==> src/hw/edc_pkg.sv <==
// Notes on behaviour
// [RULE_01] After power-up wait at least 200 us, then eight row-strobe cycles before access.
// [RULE_02] Relying on the internal counter, warm up with eight column-first refresh cycles.
// [RULE_03] Strobes idle over 8 ms need eight fresh initialization cycles before access.
// [RULE_04] Write strobe low early around column strobe fall gives early write, outputs off.
// [RULE_05] Write strobe falling late enough gives read-write; old data shown first.
// [RULE_06] Write strobe timing meeting neither case leaves outputs undefined; never rely on it.
// [RULE_07] Write data taken at column strobe fall (early write) or write strobe fall.
// [RULE_08] A read ends with write strobe high past column or row strobe rise.
// [RULE_09] Outputs open within 13/15 ns of the later rising row or column strobe.
// [RULE_10] Read data valid after the longest of address, column and precharge access.
// [RULE_11] Late column strobe or address makes access depend on that delay alone.
// [RULE_12] Page mode row strobe low up to 100K ns; column cycles at least 20/25 ns.
// [RULE_13] A read-modify-write page column cycle lasts at least 47/56 ns.
// [RULE_14] In page reads previous data holds 5 ns after next column strobe fall.
// [RULE_15] Outputs turn off 13/15 ns after row, write strobe or output gate release.
// [RULE_16] Column-first refresh: column strobe low 5 ns before row strobe, held 8/10 ns.
// [RULE_17] Self-refresh holds row strobe low 100 us; on exit high at least 90/105 ns.
// [RULE_18] In the refresh counter test, column strobe stays high 10 ns between pulses.
// [RULE_19] Row strobe stays low 30/35 ns after the last column precharge begins.
// [RULE_20] All 4096 rows are refreshed within every 64 ms.
// [RULE_21] Column-first refresh uses the internal row counter, outputs stay high impedance.
// [RULE_22] Hidden refresh refreshes an internal row and keeps driving the previous data.
// [RULE_23] Refresh requests win over host accesses so long page bursts miss no deadline.
package edc_pkg;

	localparam int CLK_NS = 20;
	localparam int CNT_W = 16;

	localparam int T_PWRUP_NS = 200000;
	localparam int PWRUP_CYC = (T_PWRUP_NS + CLK_NS - 1) / CLK_NS;
	localparam int INIT_CYCLES = 8;

	localparam int T_REF_NS = 64000000;
	localparam int REF_ROWS = 4096;
	localparam int REF_INT_CYC = T_REF_NS / REF_ROWS / CLK_NS;
	localparam int T_IDLE_NS = 8000000;
	localparam int IDLE_CYC = T_IDLE_NS / CLK_NS;

	localparam int T_RP_NS = 40;
	localparam int RP_CYC = (T_RP_NS + CLK_NS - 1) / CLK_NS;
	localparam int T_RAS_NS = 60;
	localparam int RAS_CYC = (T_RAS_NS + CLK_NS - 1) / CLK_NS;
	localparam int T_RAH_NS = 10;
	localparam int RAH_CYC = (T_RAH_NS + CLK_NS - 1) / CLK_NS;
	localparam int T_CSR_NS = 5;
	localparam int CSR_CYC = (T_CSR_NS + CLK_NS - 1) / CLK_NS;
	localparam int T_ACC_NS = 35;
	localparam int ACC_CYC = (T_ACC_NS + CLK_NS - 1) / CLK_NS;
	localparam int T_CAS_NS = 10;
	localparam int CAS_CYC = (T_CAS_NS + CLK_NS - 1) / CLK_NS;
	localparam int T_RASP_NS = 100000;
	localparam int RASP_CYC = T_RASP_NS / CLK_NS;
	localparam int PAGE_GUARD = 16;
	localparam int T_RASS_NS = 100000;
	localparam int RASS_CYC = (T_RASS_NS + CLK_NS - 1) / CLK_NS;
	localparam int T_RPS_NS = 105;
	localparam int RPS_CYC = (T_RPS_NS + CLK_NS - 1) / CLK_NS;

	typedef enum {
		ST_PWRUP,
		ST_CBR_SET,
		ST_CBR_LOW,
		ST_SR_EXIT,
		ST_PRE,
		ST_IDLE,
		ST_ROW,
		ST_WSET,
		ST_COL,
		ST_CAS_HI,
		ST_RAS_HOLD
	} edc_state_e;

endpackage : edc_pkg

==> src/hw/edc_tick.sv <==
`timescale 1ns/1ns
module edc_tick import edc_pkg::*; #(
	parameter int PERIOD = REF_INT_CYC
) (
	input wire logic clk_sys, // System clock.
	input wire logic rst, // Asynchronous reset, active high.
	input wire logic en, // Count only while high.
	output logic tick // One-cycle pulse every PERIOD enabled cycles.
);

	logic [CNT_W-1:0] cnt_reg;
	logic tick_reg;
	wire wrap = (cnt_reg == CNT_W'(PERIOD - 1));

	if (PERIOD < 2 || PERIOD >= (1 << CNT_W)) begin : g_chk
		$error("edc_tick: PERIOD out of range");
	end

	always_ff @(posedge clk_sys or posedge rst) begin
		if (rst) begin
			cnt_reg <= '0;
			tick_reg <= 1'b0;
		end else begin
			tick_reg <= en && wrap;
			if (en) begin
				cnt_reg <= wrap ? '0 : cnt_reg + 1'b1;
			end
		end
	end

	assign tick = tick_reg;

endmodule : edc_tick

==> src/hw/edc_ctrl.sv <==
`timescale 1ns/1ns
module edc_ctrl import edc_pkg::*; #(
	parameter int ROW_W = 12,
	parameter int COL_W = 10,
	parameter int DQ_W = 4,
	parameter int PWRUP_CYCLES = PWRUP_CYC,
	parameter int RASP_CYCLES = RASP_CYC,
	parameter int RASS_CYCLES = RASS_CYC,
	parameter int REF_INTERVAL = REF_INT_CYC
) (
	input wire logic clk_sys, // System clock, 50 MHz.
	input wire logic rst, // Asynchronous reset, active high.
	input wire logic req_valid, // Access request, held until req_ack.
	input wire logic req_write, // High for write, low for read.
	input wire logic [ROW_W+COL_W-1:0] req_addr, // Row in upper bits, column in lower.
	input wire logic [DQ_W-1:0] req_wdata, // Write data.
	input wire logic sleep_req, // Level: enter and stay in self-refresh.
	output logic req_ack, // One-cycle pulse: request taken.
	output logic rsp_valid, // One-cycle pulse: read data ready.
	output logic [DQ_W-1:0] rsp_rdata, // Read data.
	output logic init_done, // Warm-up finished.
	output logic sleeping, // Self-refresh sequence in progress.
	output logic dram_ras_n, // Row strobe, active low.
	output logic dram_cas_n, // Column strobe, active low.
	output logic dram_we_n, // Write strobe, active low.
	output logic dram_oe_n, // Output gate, active low.
	output logic [ROW_W-1:0] dram_addr, // Multiplexed address.
	input wire logic [DQ_W-1:0] dram_dq_in, // Data pins, input side.
	output logic [DQ_W-1:0] dram_dq_out, // Data pins, output side.
	output logic dram_dq_oe // High while this end drives the data pins.
);

	if (ROW_W < COL_W || DQ_W < 1) begin : g_chk_w
		$error("edc_ctrl: address or data width unusable");
	end
	if (PWRUP_CYCLES < 2 || PWRUP_CYCLES >= (1 << CNT_W) || RASS_CYCLES >= (1 << CNT_W)) begin : g_chk_t
		$error("edc_ctrl: wait count does not fit the counter");
	end
	if (RASP_CYCLES <= 2 * PAGE_GUARD || RASP_CYCLES >= (1 << CNT_W)) begin : g_chk_p
		$error("edc_ctrl: page limit unusable");
	end
	if (REF_INTERVAL >= IDLE_CYC) begin : g_chk_r
		$error("edc_ctrl: refresh interval longer than the idle limit");
	end

	edc_state_e state_reg, state_next;
	logic [CNT_W-1:0] cnt_reg, cnt_next, ras_low_reg;
	logic ras_n_reg, ras_n_next, cas_n_reg, cas_n_next, we_n_reg, we_n_next, oe_n_reg, oe_n_next;
	logic [ROW_W-1:0] addr_reg, addr_next, row_reg, row_next;
	logic [DQ_W-1:0] dq_out_reg, dq_out_next, dq_s1_reg, dq_s2_reg, rsp_rdata_reg;
	logic dq_oe_reg, dq_oe_next, wr_reg, wr_next, ack_reg, ack_next;
	logic [3:0] init_cnt_reg, init_cnt_next;
	logic init_done_reg, init_done_next, sr_reg, sr_next, ref_pend_reg, ref_start, rd_start;
	logic rd_p0_reg, rd_p1_reg, rsp_valid_reg;
	logic ref_tick;

	wire cnt_done = (cnt_reg == '0);
	wire [ROW_W-1:0] req_row = req_addr[ROW_W+COL_W-1:COL_W];
	wire [ROW_W-1:0] req_col = ROW_W'(req_addr[COL_W-1:0]);
	wire page_ok = (ras_low_reg < CNT_W'(RASP_CYCLES - PAGE_GUARD)); // RULE_12
	// Refresh or sleep closes the page at the next column boundary. RULE_23
	wire page_hit = req_valid && !ack_reg && !ref_pend_reg && !sleep_req && page_ok && (req_row == row_reg);

	// Refresh pacing keeps the strobes from ever idling for the long limit. RULE_03 RULE_20
	edc_tick #(.PERIOD(REF_INTERVAL)) u_tick (
		.clk_sys(clk_sys),
		.rst(rst),
		.en(init_done_reg),
		.tick(ref_tick)
	);

	always_comb begin
		state_next = state_reg;
		cnt_next = cnt_done ? cnt_reg : cnt_reg - 1'b1;
		ras_n_next = ras_n_reg;
		cas_n_next = cas_n_reg;
		we_n_next = we_n_reg;
		oe_n_next = oe_n_reg;
		addr_next = addr_reg;
		row_next = row_reg;
		dq_out_next = dq_out_reg;
		dq_oe_next = dq_oe_reg;
		wr_next = wr_reg;
		ack_next = 1'b0;
		init_cnt_next = init_cnt_reg;
		init_done_next = init_done_reg;
		sr_next = sr_reg;
		ref_start = 1'b0;
		rd_start = 1'b0;
		case (state_reg)
			ST_PWRUP: begin
				if (cnt_done) begin // RULE_01
					state_next = ST_CBR_SET;
					cas_n_next = 1'b0;
					cnt_next = CNT_W'(CSR_CYC - 1);
				end
			end
			ST_CBR_SET: begin
				// The column strobe stays low through the whole refresh, so the counter test never starts.
				if (cnt_done) begin // RULE_16 RULE_18
					state_next = ST_CBR_LOW;
					ras_n_next = 1'b0;
					ref_start = 1'b1;
					cnt_next = sr_reg ? CNT_W'(RASS_CYCLES - 1) : CNT_W'(RAS_CYC - 1);
				end
			end
			ST_CBR_LOW: begin
				// The self-refresh row strobe stays low at least its minimum and while sleep is asked.
				if (cnt_done && !(sr_reg && sleep_req)) begin // RULE_17
					ras_n_next = 1'b1;
					if (sr_reg) begin
						state_next = ST_SR_EXIT;
						cnt_next = CNT_W'(RPS_CYC - 1);
					end else begin
						state_next = ST_PRE;
						cas_n_next = 1'b1;
						cnt_next = CNT_W'(RP_CYC - 1);
					end
				end
			end
			ST_SR_EXIT: begin
				// Column strobe rises one cycle after the row strobe to cover its hold.
				cas_n_next = 1'b1;
				if (cnt_done) begin // RULE_17
					state_next = ST_IDLE;
					sr_next = 1'b0;
				end
			end
			ST_PRE: begin
				if (cnt_done) begin
					state_next = ST_IDLE;
					if (!init_done_reg) begin // RULE_02
						if (init_cnt_reg == 4'(INIT_CYCLES - 1)) begin
							init_done_next = 1'b1;
						end else begin
							init_cnt_next = init_cnt_reg + 1'b1;
							state_next = ST_CBR_SET;
							cas_n_next = 1'b0;
							cnt_next = CNT_W'(CSR_CYC - 1);
						end
					end
				end
			end
			ST_IDLE: begin
				if (ref_pend_reg || sleep_req) begin // RULE_23
					state_next = ST_CBR_SET;
					cas_n_next = 1'b0;
					sr_next = !ref_pend_reg;
					cnt_next = CNT_W'(CSR_CYC - 1);
				end else if (req_valid && !ack_reg) begin
					state_next = ST_ROW;
					ras_n_next = 1'b0;
					addr_next = req_row;
					row_next = req_row;
					wr_next = req_write;
					dq_out_next = req_wdata;
					ack_next = 1'b1;
					cnt_next = CNT_W'(RAH_CYC - 1);
				end
			end
			ST_ROW: begin
				if (cnt_done) begin
					addr_next = req_col;
					// Writes are always early writes, so no read-modify-write page cycle is ever issued.
					if (wr_reg) begin // RULE_04 RULE_06 RULE_13
						state_next = ST_WSET;
						we_n_next = 1'b0;
						dq_oe_next = 1'b1;
					end else begin
						state_next = ST_COL;
						cas_n_next = 1'b0;
						oe_n_next = 1'b0;
						cnt_next = CNT_W'(ACC_CYC - 1);
					end
				end
			end
			ST_WSET: begin
				// Data and write strobe settle before the column strobe falls. RULE_07
				state_next = ST_COL;
				cas_n_next = 1'b0;
				cnt_next = CNT_W'(CAS_CYC - 1);
			end
			ST_COL: begin
				if (cnt_done) begin // RULE_08 RULE_10 RULE_11
					state_next = ST_CAS_HI;
					cas_n_next = 1'b1;
					we_n_next = 1'b1;
					oe_n_next = 1'b1;
					dq_oe_next = 1'b0;
					rd_start = !wr_reg;
				end
			end
			ST_CAS_HI: begin
				// The output gate rose on entry, so a page write drives data one cycle later. RULE_15
				if (page_hit) begin // RULE_12
					addr_next = req_col;
					wr_next = req_write;
					dq_out_next = req_wdata;
					ack_next = 1'b1;
					if (req_write) begin
						state_next = ST_WSET;
						we_n_next = 1'b0;
						dq_oe_next = 1'b1;
					end else begin
						state_next = ST_COL;
						cas_n_next = 1'b0;
						oe_n_next = 1'b0;
						cnt_next = CNT_W'(ACC_CYC - 1);
					end
				end else begin
					state_next = ST_RAS_HOLD; // RULE_19
				end
			end
			ST_RAS_HOLD: begin
				state_next = ST_PRE;
				ras_n_next = 1'b1;
				cnt_next = CNT_W'(RP_CYC - 1);
			end
			default: begin
				state_next = ST_PRE;
				ras_n_next = 1'b1;
				cas_n_next = 1'b1;
				we_n_next = 1'b1;
				oe_n_next = 1'b1;
				dq_oe_next = 1'b0;
				cnt_next = CNT_W'(RP_CYC - 1);
			end
		endcase
	end

	always_ff @(posedge clk_sys or posedge rst) begin
		if (rst) begin
			state_reg <= ST_PWRUP;
			cnt_reg <= CNT_W'(PWRUP_CYCLES - 1);
			{ras_n_reg, cas_n_reg, we_n_reg, oe_n_reg} <= 4'hf;
			{addr_reg, row_reg} <= '0;
			{dq_out_reg, dq_oe_reg, wr_reg, ack_reg} <= '0;
			{init_cnt_reg, init_done_reg, sr_reg} <= '0;
		end else begin
			state_reg <= state_next;
			cnt_reg <= cnt_next;
			{ras_n_reg, cas_n_reg, we_n_reg, oe_n_reg} <= {ras_n_next, cas_n_next, we_n_next, oe_n_next};
			{addr_reg, row_reg} <= {addr_next, row_next};
			{dq_out_reg, dq_oe_reg, wr_reg, ack_reg} <= {dq_out_next, dq_oe_next, wr_next, ack_next};
			{init_cnt_reg, init_done_reg, sr_reg} <= {init_cnt_next, init_done_next, sr_next};
		end
	end

	// A tick landing in the cycle a refresh starts is kept: the set wins. RULE_20
	always_ff @(posedge clk_sys or posedge rst) begin
		if (rst) begin
			ref_pend_reg <= 1'b0;
			ras_low_reg <= '0;
		end else begin
			ref_pend_reg <= ref_tick || (ref_pend_reg && !ref_start);
			ras_low_reg <= ras_n_reg ? '0 : (&ras_low_reg ? ras_low_reg : ras_low_reg + 1'b1);
		end
	end

	// Pins are sampled through two flops, so the answer trails the strobe rise by two cycles.
	// Extended data out keeps the pins valid while the row strobe is still low. RULE_14
	always_ff @(posedge clk_sys or posedge rst) begin
		if (rst) begin
			{dq_s1_reg, dq_s2_reg, rsp_rdata_reg} <= '0;
			{rd_p0_reg, rd_p1_reg, rsp_valid_reg} <= 3'h0;
		end else begin
			dq_s1_reg <= dram_dq_in;
			dq_s2_reg <= dq_s1_reg;
			{rd_p0_reg, rd_p1_reg, rsp_valid_reg} <= {rd_start, rd_p0_reg, rd_p1_reg};
			if (rd_p1_reg) begin
				rsp_rdata_reg <= dq_s2_reg;
			end
		end
	end

	assign req_ack = ack_reg;
	assign rsp_valid = rsp_valid_reg;
	assign rsp_rdata = rsp_rdata_reg;
	assign init_done = init_done_reg;
	assign sleeping = sr_reg;
	assign dram_ras_n = ras_n_reg;
	assign dram_cas_n = cas_n_reg;
	assign dram_we_n = we_n_reg;
	assign dram_oe_n = oe_n_reg;
	assign dram_addr = addr_reg;
	assign dram_dq_out = dq_out_reg;
	assign dram_dq_oe = dq_oe_reg;

	// Helper counters read only by the checks below.
	logic [3:0] cbr_seen_reg;
	logic [CNT_W-1:0] since_ref_reg;
	wire cbr_fall = ref_start;
	always_ff @(posedge clk_sys or posedge rst) begin
		if (rst) begin
			cbr_seen_reg <= '0;
			since_ref_reg <= '0;
		end else begin
			if (cbr_fall && !(&cbr_seen_reg)) begin
				cbr_seen_reg <= cbr_seen_reg + 1'b1;
			end
			since_ref_reg <= (cbr_fall || !init_done_reg || sr_reg) ? '0 :
				(&since_ref_reg ? since_ref_reg : since_ref_reg + 1'b1);
		end
	end

	property p_pwrup_quiet;
		@(posedge clk_sys) disable iff (rst) (state_reg == ST_PWRUP) |-> (ras_n_reg && cas_n_reg);
	endproperty
	a_pwrup_quiet: assert property (p_pwrup_quiet) else $error("strobe moved during power-up wait"); // RULE_01

	property p_init_count;
		@(posedge clk_sys) disable iff (rst) $rose(init_done_reg) |-> (cbr_seen_reg == 4'h8);
	endproperty
	a_init_count: assert property (p_init_count) else $error("warm-up did not use eight refresh cycles"); // RULE_02

	property p_cbr_order;
		@(posedge clk_sys) disable iff (rst) ($fell(ras_n_reg) && !cas_n_reg) |-> !$past(cas_n_reg) ##1 !cas_n_reg;
	endproperty
	a_cbr_order: assert property (p_cbr_order) else $error("column-first setup or hold broken"); // RULE_16

	property p_read_end;
		@(posedge clk_sys) disable iff (rst) ($rose(cas_n_reg) && !$past(oe_n_reg)) |-> $past(we_n_reg) && we_n_reg;
	endproperty
	a_read_end: assert property (p_read_end) else $error("write strobe active at end of read"); // RULE_08

	property p_hpc;
		@(posedge clk_sys) disable iff (rst) $fell(cas_n_reg) |-> ##1 !$fell(cas_n_reg) ##1 !$fell(cas_n_reg);
	endproperty
	a_hpc: assert property (p_hpc) else $error("column cycle shorter than the page minimum"); // RULE_12

	property p_rhcp;
		@(posedge clk_sys) disable iff (rst) ($rose(cas_n_reg) && !ras_n_reg) |=> !ras_n_reg;
	endproperty
	a_rhcp: assert property (p_rhcp) else $error("row strobe rose too soon after column precharge"); // RULE_19

	property p_sr_exit;
		@(posedge clk_sys) disable iff (rst) ($rose(ras_n_reg) && sr_reg) |-> ras_low_reg >= CNT_W'(RASS_CYCLES) ##1 ras_n_reg [*5];
	endproperty
	a_sr_exit: assert property (p_sr_exit) else $error("self-refresh low or exit time too short"); // RULE_17

	property p_ref_deadline;
		@(posedge clk_sys) disable iff (rst) since_ref_reg < CNT_W'(REF_INTERVAL + RASP_CYCLES + 64);
	endproperty
	a_ref_deadline: assert property (p_ref_deadline) else $error("refresh overdue"); // RULE_20

	property p_early_write;
		@(posedge clk_sys) disable iff (rst) $fell(cas_n_reg) && !we_n_reg |-> !$past(we_n_reg) && oe_n_reg && dq_oe_reg;
	endproperty
	a_early_write: assert property (p_early_write) else $error("write not set up as an early write"); // RULE_06

	c_read: cover property (@(posedge clk_sys) disable iff (rst) rsp_valid_reg);
	c_page_hit: cover property (@(posedge clk_sys) disable iff (rst) (state_reg == ST_CAS_HI) && page_hit);
	c_refresh: cover property (@(posedge clk_sys) disable iff (rst) init_done_reg && cbr_fall && !sr_reg);
	c_sleep_exit: cover property (@(posedge clk_sys) disable iff (rst) $fell(sr_reg));

endmodule : edc_ctrl

==> config.mk <==
export PLATFORM = sky130hd
export DESIGN_NAME = edc_ctrl
export DESIGN_NICKNAME = d
export VERILOG_FILES = /design/src/hw/edc_pkg.sv /design/src/hw/edc_tick.sv /design/src/hw/edc_ctrl.sv
export SDC_FILE = /design/constraint.sdc
export NUM_CORES = 1
export LEC_CHECK = 0
export BUFFER_PORTS_ARGS = -buffer_cell sky130_fd_sc_hd__buf_2
export CAP_MARGIN = 20
export CORE_ASPECT_RATIO = 1.25
export CORE_MARGIN = 1.5
export CORE_UTILIZATION = 40
export CTS_CLUSTER_SIZE = 14
export DETAILED_ROUTE_END_ITERATION = 8
export PLACE_DENSITY_LB_ADDON = 0.3
export SYNTH_ARGS = -nofsm -noshare
export SYNTH_HDL_FRONTEND = slang
export SYNTH_SLANG_ARGS = --single-unit
==> constraint.sdc <==
create_clock -name clk_sys -period 8 [get_ports clk_sys]
set_clock_uncertainty 0.15 [all_clocks]
set_input_delay 0 -clock clk_sys [delete_from_list [all_inputs] [get_ports clk_sys]]
set_output_delay 0 -clock clk_sys [all_outputs]
set_load 0.05 [all_outputs]
# After elaboration in Yosys (flattened, before gate mapping)
# Index checks and enable logic that the tools add are counted.
# word_totals
memories,0
mem_bits_ro,0
latchBits,0
word_cells,195
ram_bits,0
regBits,138
out_inout_bits,29
# op_classes
reduce_logical,38
n_eq_ne,33
n_mux,88
shift,0
bitwise_logic,6
n_mul,0
n_lt_le_gt_ge,1
n_div,0
add_sub_neg,4
# ops
cell,n
2-to-1 mux 32 bit,10
case mux 32 bit (10 select lines),1
2-to-1 mux 16 bit,16
case mux 16 bit (9 select lines),1
== test 32 x 3 -> 1 bit (second input constant),4
== test 32 x 4 -> 1 bit (second input constant),3
== test 32 x 2 -> 1 bit (second input constant),2
2-to-1 mux 12 bit,4
inequality test 2 bit (second input constant),19
2-to-1 mux 1 bit,36
case mux 12 bit (3 select lines),1
adder 16 x 1 -> 16 bit (second input constant),2
== test 32 x 1 -> 1 bit (second input constant),1
zero test 32 bit,1
2-to-1 mux 4 bit,5
== test 16 x 10 -> 1 bit (second input constant),1
zero test 16 bit,1
less-than comparator 16 x 13 -> 1 bit (second input constant),1
case mux 1 bit (4 select lines),4
AND reduction 16 bit,1
subtractor 16 x 1 -> 16 bit (second input constant),1
2-to-1 mux 13 bit,1
AND reduction 13 bit,1
== test 12 bit,1
other kinds (22),52

# Logic depth before layout (Yosys ltp)
# depth
ltp_word,8
ltp_mapped,9
mapped_depth_nobuf,9

# Cells and area by module
# A second synthesis with hierarchy kept.
# unflattened
cells_unflattened,545
hier_area_um2,5754.3
# modules_own_cells
mod,cells_per_inst,area_per_inst_um2,n_inst,seq_area_each_um2
edc_ctrl,467,4902.2,1,2342.2
edc_tick,78,852.1,1,425.4

# Worst setup path after synthesis
# OpenSTA, ideal clock, no wires.
# synth_path
path_type,register to register
from,register cnt_reg[0]
to,register cnt_reg[0]
setup_slack_ns,5.635
setup_ns,0.087
path_buffers,0
stages_incl_launch_ff,10
synth_period_minus_slack_ns,2.365
arrival_time_ns,2.127
path_cell_list,dfstp_2 > inv_1 > ha_1 > nor3b_1 > nand4_2 > ha_1 > a21oi_1 > o31a_1 > a311oi_1 > o21ai_1
# synth_via
elab_chain_len,6
# synth_lines
element,line_no,rtl
from (decl),edc_ctrl.sv:47,"logic [CNT_W-1:0] cnt_reg, cnt_next, ras_low_reg;"
from (signal assigned),edc_ctrl.sv:234,cnt_reg <= CNT_W'(PWRUP_CYCLES - 1);
from (signal assigned),edc_ctrl.sv:241,cnt_reg <= cnt_next;
subtractor 16 x 1 -> 16 bit / zero test 16 bit (equally long branches),"edc_ctrl.sv:74, edc_ctrl.sv:57",
2-to-1 mux 16 bit,edc_ctrl.sv:74,cnt_next = cnt_done ? cnt_reg : cnt_reg - 1'b1;
2-to-1 mux 16 bit,edc_ctrl.sv:133,if (init_cnt_reg == 4'(INIT_CYCLES - 1)) begin
2-to-1 mux 16 bit,edc_ctrl.sv:132,if (!init_done_reg) begin
2-to-1 mux 16 bit,edc_ctrl.sv:130,if (cnt_done) begin
case mux 16 bit (9 select lines) (*),edc_ctrl.sv:90,case (state_reg)
named net cnt_next[0],edc_ctrl.sv:47,
# Mark *: on every way through the listed nets, which the timed path passes. The rest lies on a longest branch.
# A chain may end at the register's enable or synchronous reset.

# Final worst setup path
# layout_path
from,register state_reg[2]
to,register wr_reg
# layout_via
elab_chain_len,3
# layout_lines
element,line_no,rtl
from (decl),edc_ctrl.sv:46,"edc_state_e state_reg, state_next;"
from (signal assigned),edc_ctrl.sv:240,state_reg <= state_next;
== test 32 x 4 -> 1 bit / == test 32 x 3 -> 1 bit (equally long branches),edc_ctrl.sv:90,
inequality test 2 bit (no source line) / nonzero test 2 bit (equally long branches),n/a,
AND reduction 4 bit (no source line),n/a,
to (signal assigned),edc_ctrl.sv:244,"{dq_out_reg, dq_oe_reg, wr_reg, ack_reg} <= {dq_out_next, dq_oe_next, wr_next, ack_next};"
to (decl),edc_ctrl.sv:51,"logic dq_oe_reg, dq_oe_next, wr_reg, wr_next, ack_reg, ack_next;"
# Several ways; a longest one is shown, not always the timed one.

==> flow_results.org <==
** Cells and area
- Register area :: 0.002768 sq mm
- Highest-count cells in the layout ignoring fill and taps :: sky130_fd_sc_hd__dfrtp_1 (98), sky130_fd_sc_hd__buf_2 (63), sky130_fd_sc_hd__nor2_1 (54)
- Fill cells in the final layout number 1284.
- # nets final :: roughly 680
- Number of inserted diodes :: 0
- Multi-input gate area in the final layout :: 0.002773 sq mm
- Utilization of the core after routing :: 0.4895
- Compared with the post-synthesis result, the final layout area differs by 19.27%.
- Share of post-route cells with drive strength above 1 :: 0.2398
- Most common cell after layout, fill and taps aside :: sky130_fd_sc_hd__dfrtp_1
- Final Non-Filler Cells :: slightly above 800

** Outcome
- The run finished with clean final reports.

** Clock tree
- Number of CTS-inserted buffers :: 9
- The H-tree generated during clock tree synthesis spans 3 levels.
- Clock tree from TritonCTS :: built
- Clock-pin slew was measured on the worst setup and hold paths at 70 ps.
- The root buffer cell chosen for the clock tree is sky130_fd_sc_hd__clkbuf_16.
- Post-cts repair resize count :: 0
- Maximum root-to-sink buffer count :: 2
- Later-pin clock latency in the skew report :: 360 ps
- Clock sinks :: 110

** Synth
- EDFF count, synth :: 0
- Largest area contributor in the synthesized netlist :: sky130_fd_sc_hd__dfrtp_1
- Yosys attributes the largest share of cell area to sky130_fd_sc_hd__dfrtp_1 (43%), sky130_fd_sc_hd__mux2_2 (8.7%), sky130_fd_sc_hd__dfstp_2 (5.6%).
- After synthesis the cells add up to 0.005669 sq mm.
- After technology mapping, the gate count stands at 548.
- Post-synthesis area per instance :: 10.35 sq um
- Part of the Yosys area used for sequential elements :: 0.4882
- Synthesis produced a netlist with a net count of 590.
- Counting flops with an async set or reset pin after synthesis yields a share of 1.000.
- Synthesis inferred 110 register bits.
- Among all flip-flop cells after synthesis, the most frequent one is sky130_fd_sc_hd__dfrtp_1.
- In this run, distinct cell masters in the synthesized netlist total 59.
- Of the post-synthesis cell area, the dominant cell type holds 0.4326.
- Syn. warnings :: 0

** GRT
- Entering global routing, the biggest net connects 72 pins.
- The number of antenna violations at the first check in global routing was 0.
- Via count of the first global-routing pass :: 4425
- Overall track demand over capacity in global routing :: 0.1927
- For this run the aggregate overflow at the end of global routing stands at 0.
- The first global-routing pass estimated ~22 mm of wire.

** Setup path
- Setup crit start kind :: flip-flop
- The worst setup path is captured at a flip-flop.
- The worst setup path is of the reg2reg kind.
- STA puts the critical path data arrival time at roughly 3200 ps.
- R2r endpoint :: wr_reg
- Worst reg-to-reg setup slack :: 4840 ps
- Along the worst path, the maximum fanout reaches 25.
- FF-to-FF path depth :: 5
- Required time reported for the critical path endpoint :: 8090 ps
- Reg2reg start :: state_reg[2]

** Place
- Detailed placement ended at an HPWL of approximately 9.3 mm.
- At the end of routability-driven placement, the weighted congestion stood at 0.9093.
- Pre-CTS setup slack :: about 4900 ps
- Cells after DPL :: between 700 and 800
- Buffers placed on the I/O ports in this run total 63.

** Routing
- Routed vias :: 4413
- For this run, design rule violations remaining after detail routing come to 0.
- The first detailed-routing pass ran for 4 iterations.
- The detail route stage leaves a number of antenna-violating nets equal to 0.
- The detailed router finished its first iteration with 226 violations.
- Wire length after detailed routing :: 13.44 mm
- Dividing the detail-routed via count by the number of cells gives 5.428.
- Post-detailed-route wirelength per cell :: 16.53 um

** Min path
- In this run the worst hold path is classified as in2async.

** Power
- In this run the static leakage power is 2.924 nW.
- Power density of the placed cells :: 338.0 mW/mm^2
- Peak ir drop on the vdd network :: 0.0001819 V

** STA
- Final period utilization :: 0.3945
- In the final timing run, aggregate negative setup slack is 0 ps.
- Slew Viols, Final :: 0
- Post-route minimum period :: 3156 ps
- Measured against its own limit, the worst slew margin works out to 0.3926.
- RSZ-0062 raised after global routing :: no
- Hold timing on the final database bottoms out at a slack of 75.55 ps.
- Hold Vio Cnt, Final :: 0
- Setup violations remaining at the end of the flow were counted as 0.
- Actual slew at the worst max-slew pin :: a little over 900 ps
- Final critical-path setup slack :: 4844 ps
- For this run, the top clock speed supported by timing is 0.3169 GHz.

** Floorplanning
- Measured along the x axis, the die boundary spans 109.5 um.
- Overall die area :: 0.01490 sq mm
- Starting density of the core :: 0.4104
- Boundary Pins :: 64
- Placement row count :: 48
- Die Ht :: between 100 and 150 um
- The region available for standard cell placement spans 0.01381 sq mm.

** Run
- Max-cap violations :: 0
==> repair_timing <==
item,in CTS,in global routing
hold buffers,33,0
setup buffers,0,0
hold endpoints to repair,76,0
==> worst max-delay path, cell delays in order, from the launching register on <==
cell and delay (ps):
sky130_fd_sc_hd__dfrtp_1 830, sky130_fd_sc_hd__nand4bb_1 370, sky130_fd_sc_hd__nor3_1 390, sky130_fd_sc_hd__and2_1 600, sky130_fd_sc_hd__a21o_1 320, sky130_fd_sc_hd__mux2_2 380
==> kinds of logic (layout without fill, tap and decap cells) <==
| kind of cell | after synthesis | after routing | share of synthesized area |
|---|---|---|---|
| adders and majority gates | 7 | 7 | 0.01545 |
| muxes | 46 | 46 | 0.09093 |
| DFF | 110 | 110 | 0.4882 |
| AOI/OAI and AO/OA | 97 | 97 | 0.1084 |
| xor gates and xnor gates | 46 | 46 | 0.07107 |
| buffers and inverters | 32 | 122 | 0.02273 |
| and+or+nand+nor | 210 | 210 | 0.2033 |
==> worst max-delay path by stage <==
stage                            start              to  slack, ps  cells after the start
after floorplan                    rst     cnt_reg[11]       4970                      1
after global placement    state_reg[0]  dram_dq_out[2]       5010                      5
after detailed placement  state_reg[3]    dram_addr[4]       4860                      5
after CTS                 state_reg[3]    dram_addr[2]       4860                      5
after global routing      state_reg[2]  dram_dq_out[3]       4680                      5
final                     state_reg[2]          wr_reg       4840                      5
==> Yosys cell counts (all sizes together), types with 2 or more instances <==
cell / number
or3: 3
o21ai: 23
nand3: 14
a21o: 3
buf: 7
nand4: 13
nor4: 15
dfstp: 12
ha: 7
o31ai: 7
nor4b: 4
or4: 2
and4: 2
a31oi: 6
clkbuf: 16
mux2: 44
inv: 9
o22ai: 6
mux2i: 2
o211ai: 3
a211oi: 5
a311oi: 5
a21oi: 26
nand2b: 6
nand2: 51
a22oi: 2
and2: 7
nor2: 55
nor2b: 8
or2: 3
nor3: 17
xnor2: 28
a22o: 2
xor2: 18
o21a: 3
and3: 5
dfrtp: 98
==> area by class of cell <==
class | count | share of cell area
clock buffers | 11 | 0.03442
clock inverters | 4 | 0.01073
inverters | 9 | 0.005366
multi-input cells | 406 | 0.4101
flip-flops and latches | 110 | 0.4093
well taps | 175 | 0.03238
repair buffers | 98 | 0.09771
==> where the power goes <==
part           leakage (nW)  total, mW  internal, mW  switching (mW)
Combinational          1.37      0.940         0.360           0.580
Sequential             1.40      0.876         0.705           0.170
Clock                 0.146      0.470         0.272           0.198
Total                  2.92       2.29          1.34           0.948
==> per-stage QoR <==
stage          power (mW)  area, sq um
2_1_floorplan       1.590         5669
3_3_place_gp        1.789         6118
3_5_place_dp        1.812         6118
4_1_cts             2.303         6754
5_1_grt             2.428         6761
6_report            2.286         6761
==> layer usage <==
metal | wire [um] | GRT usage
met1 | 5523 | 0.2304
met2 | 7125 | 0.3361
met3 | 429 | 0.02589
met4 | 359 | 0.09380
met5 | 0 | 0
Power figures use the tool's default switching activity.
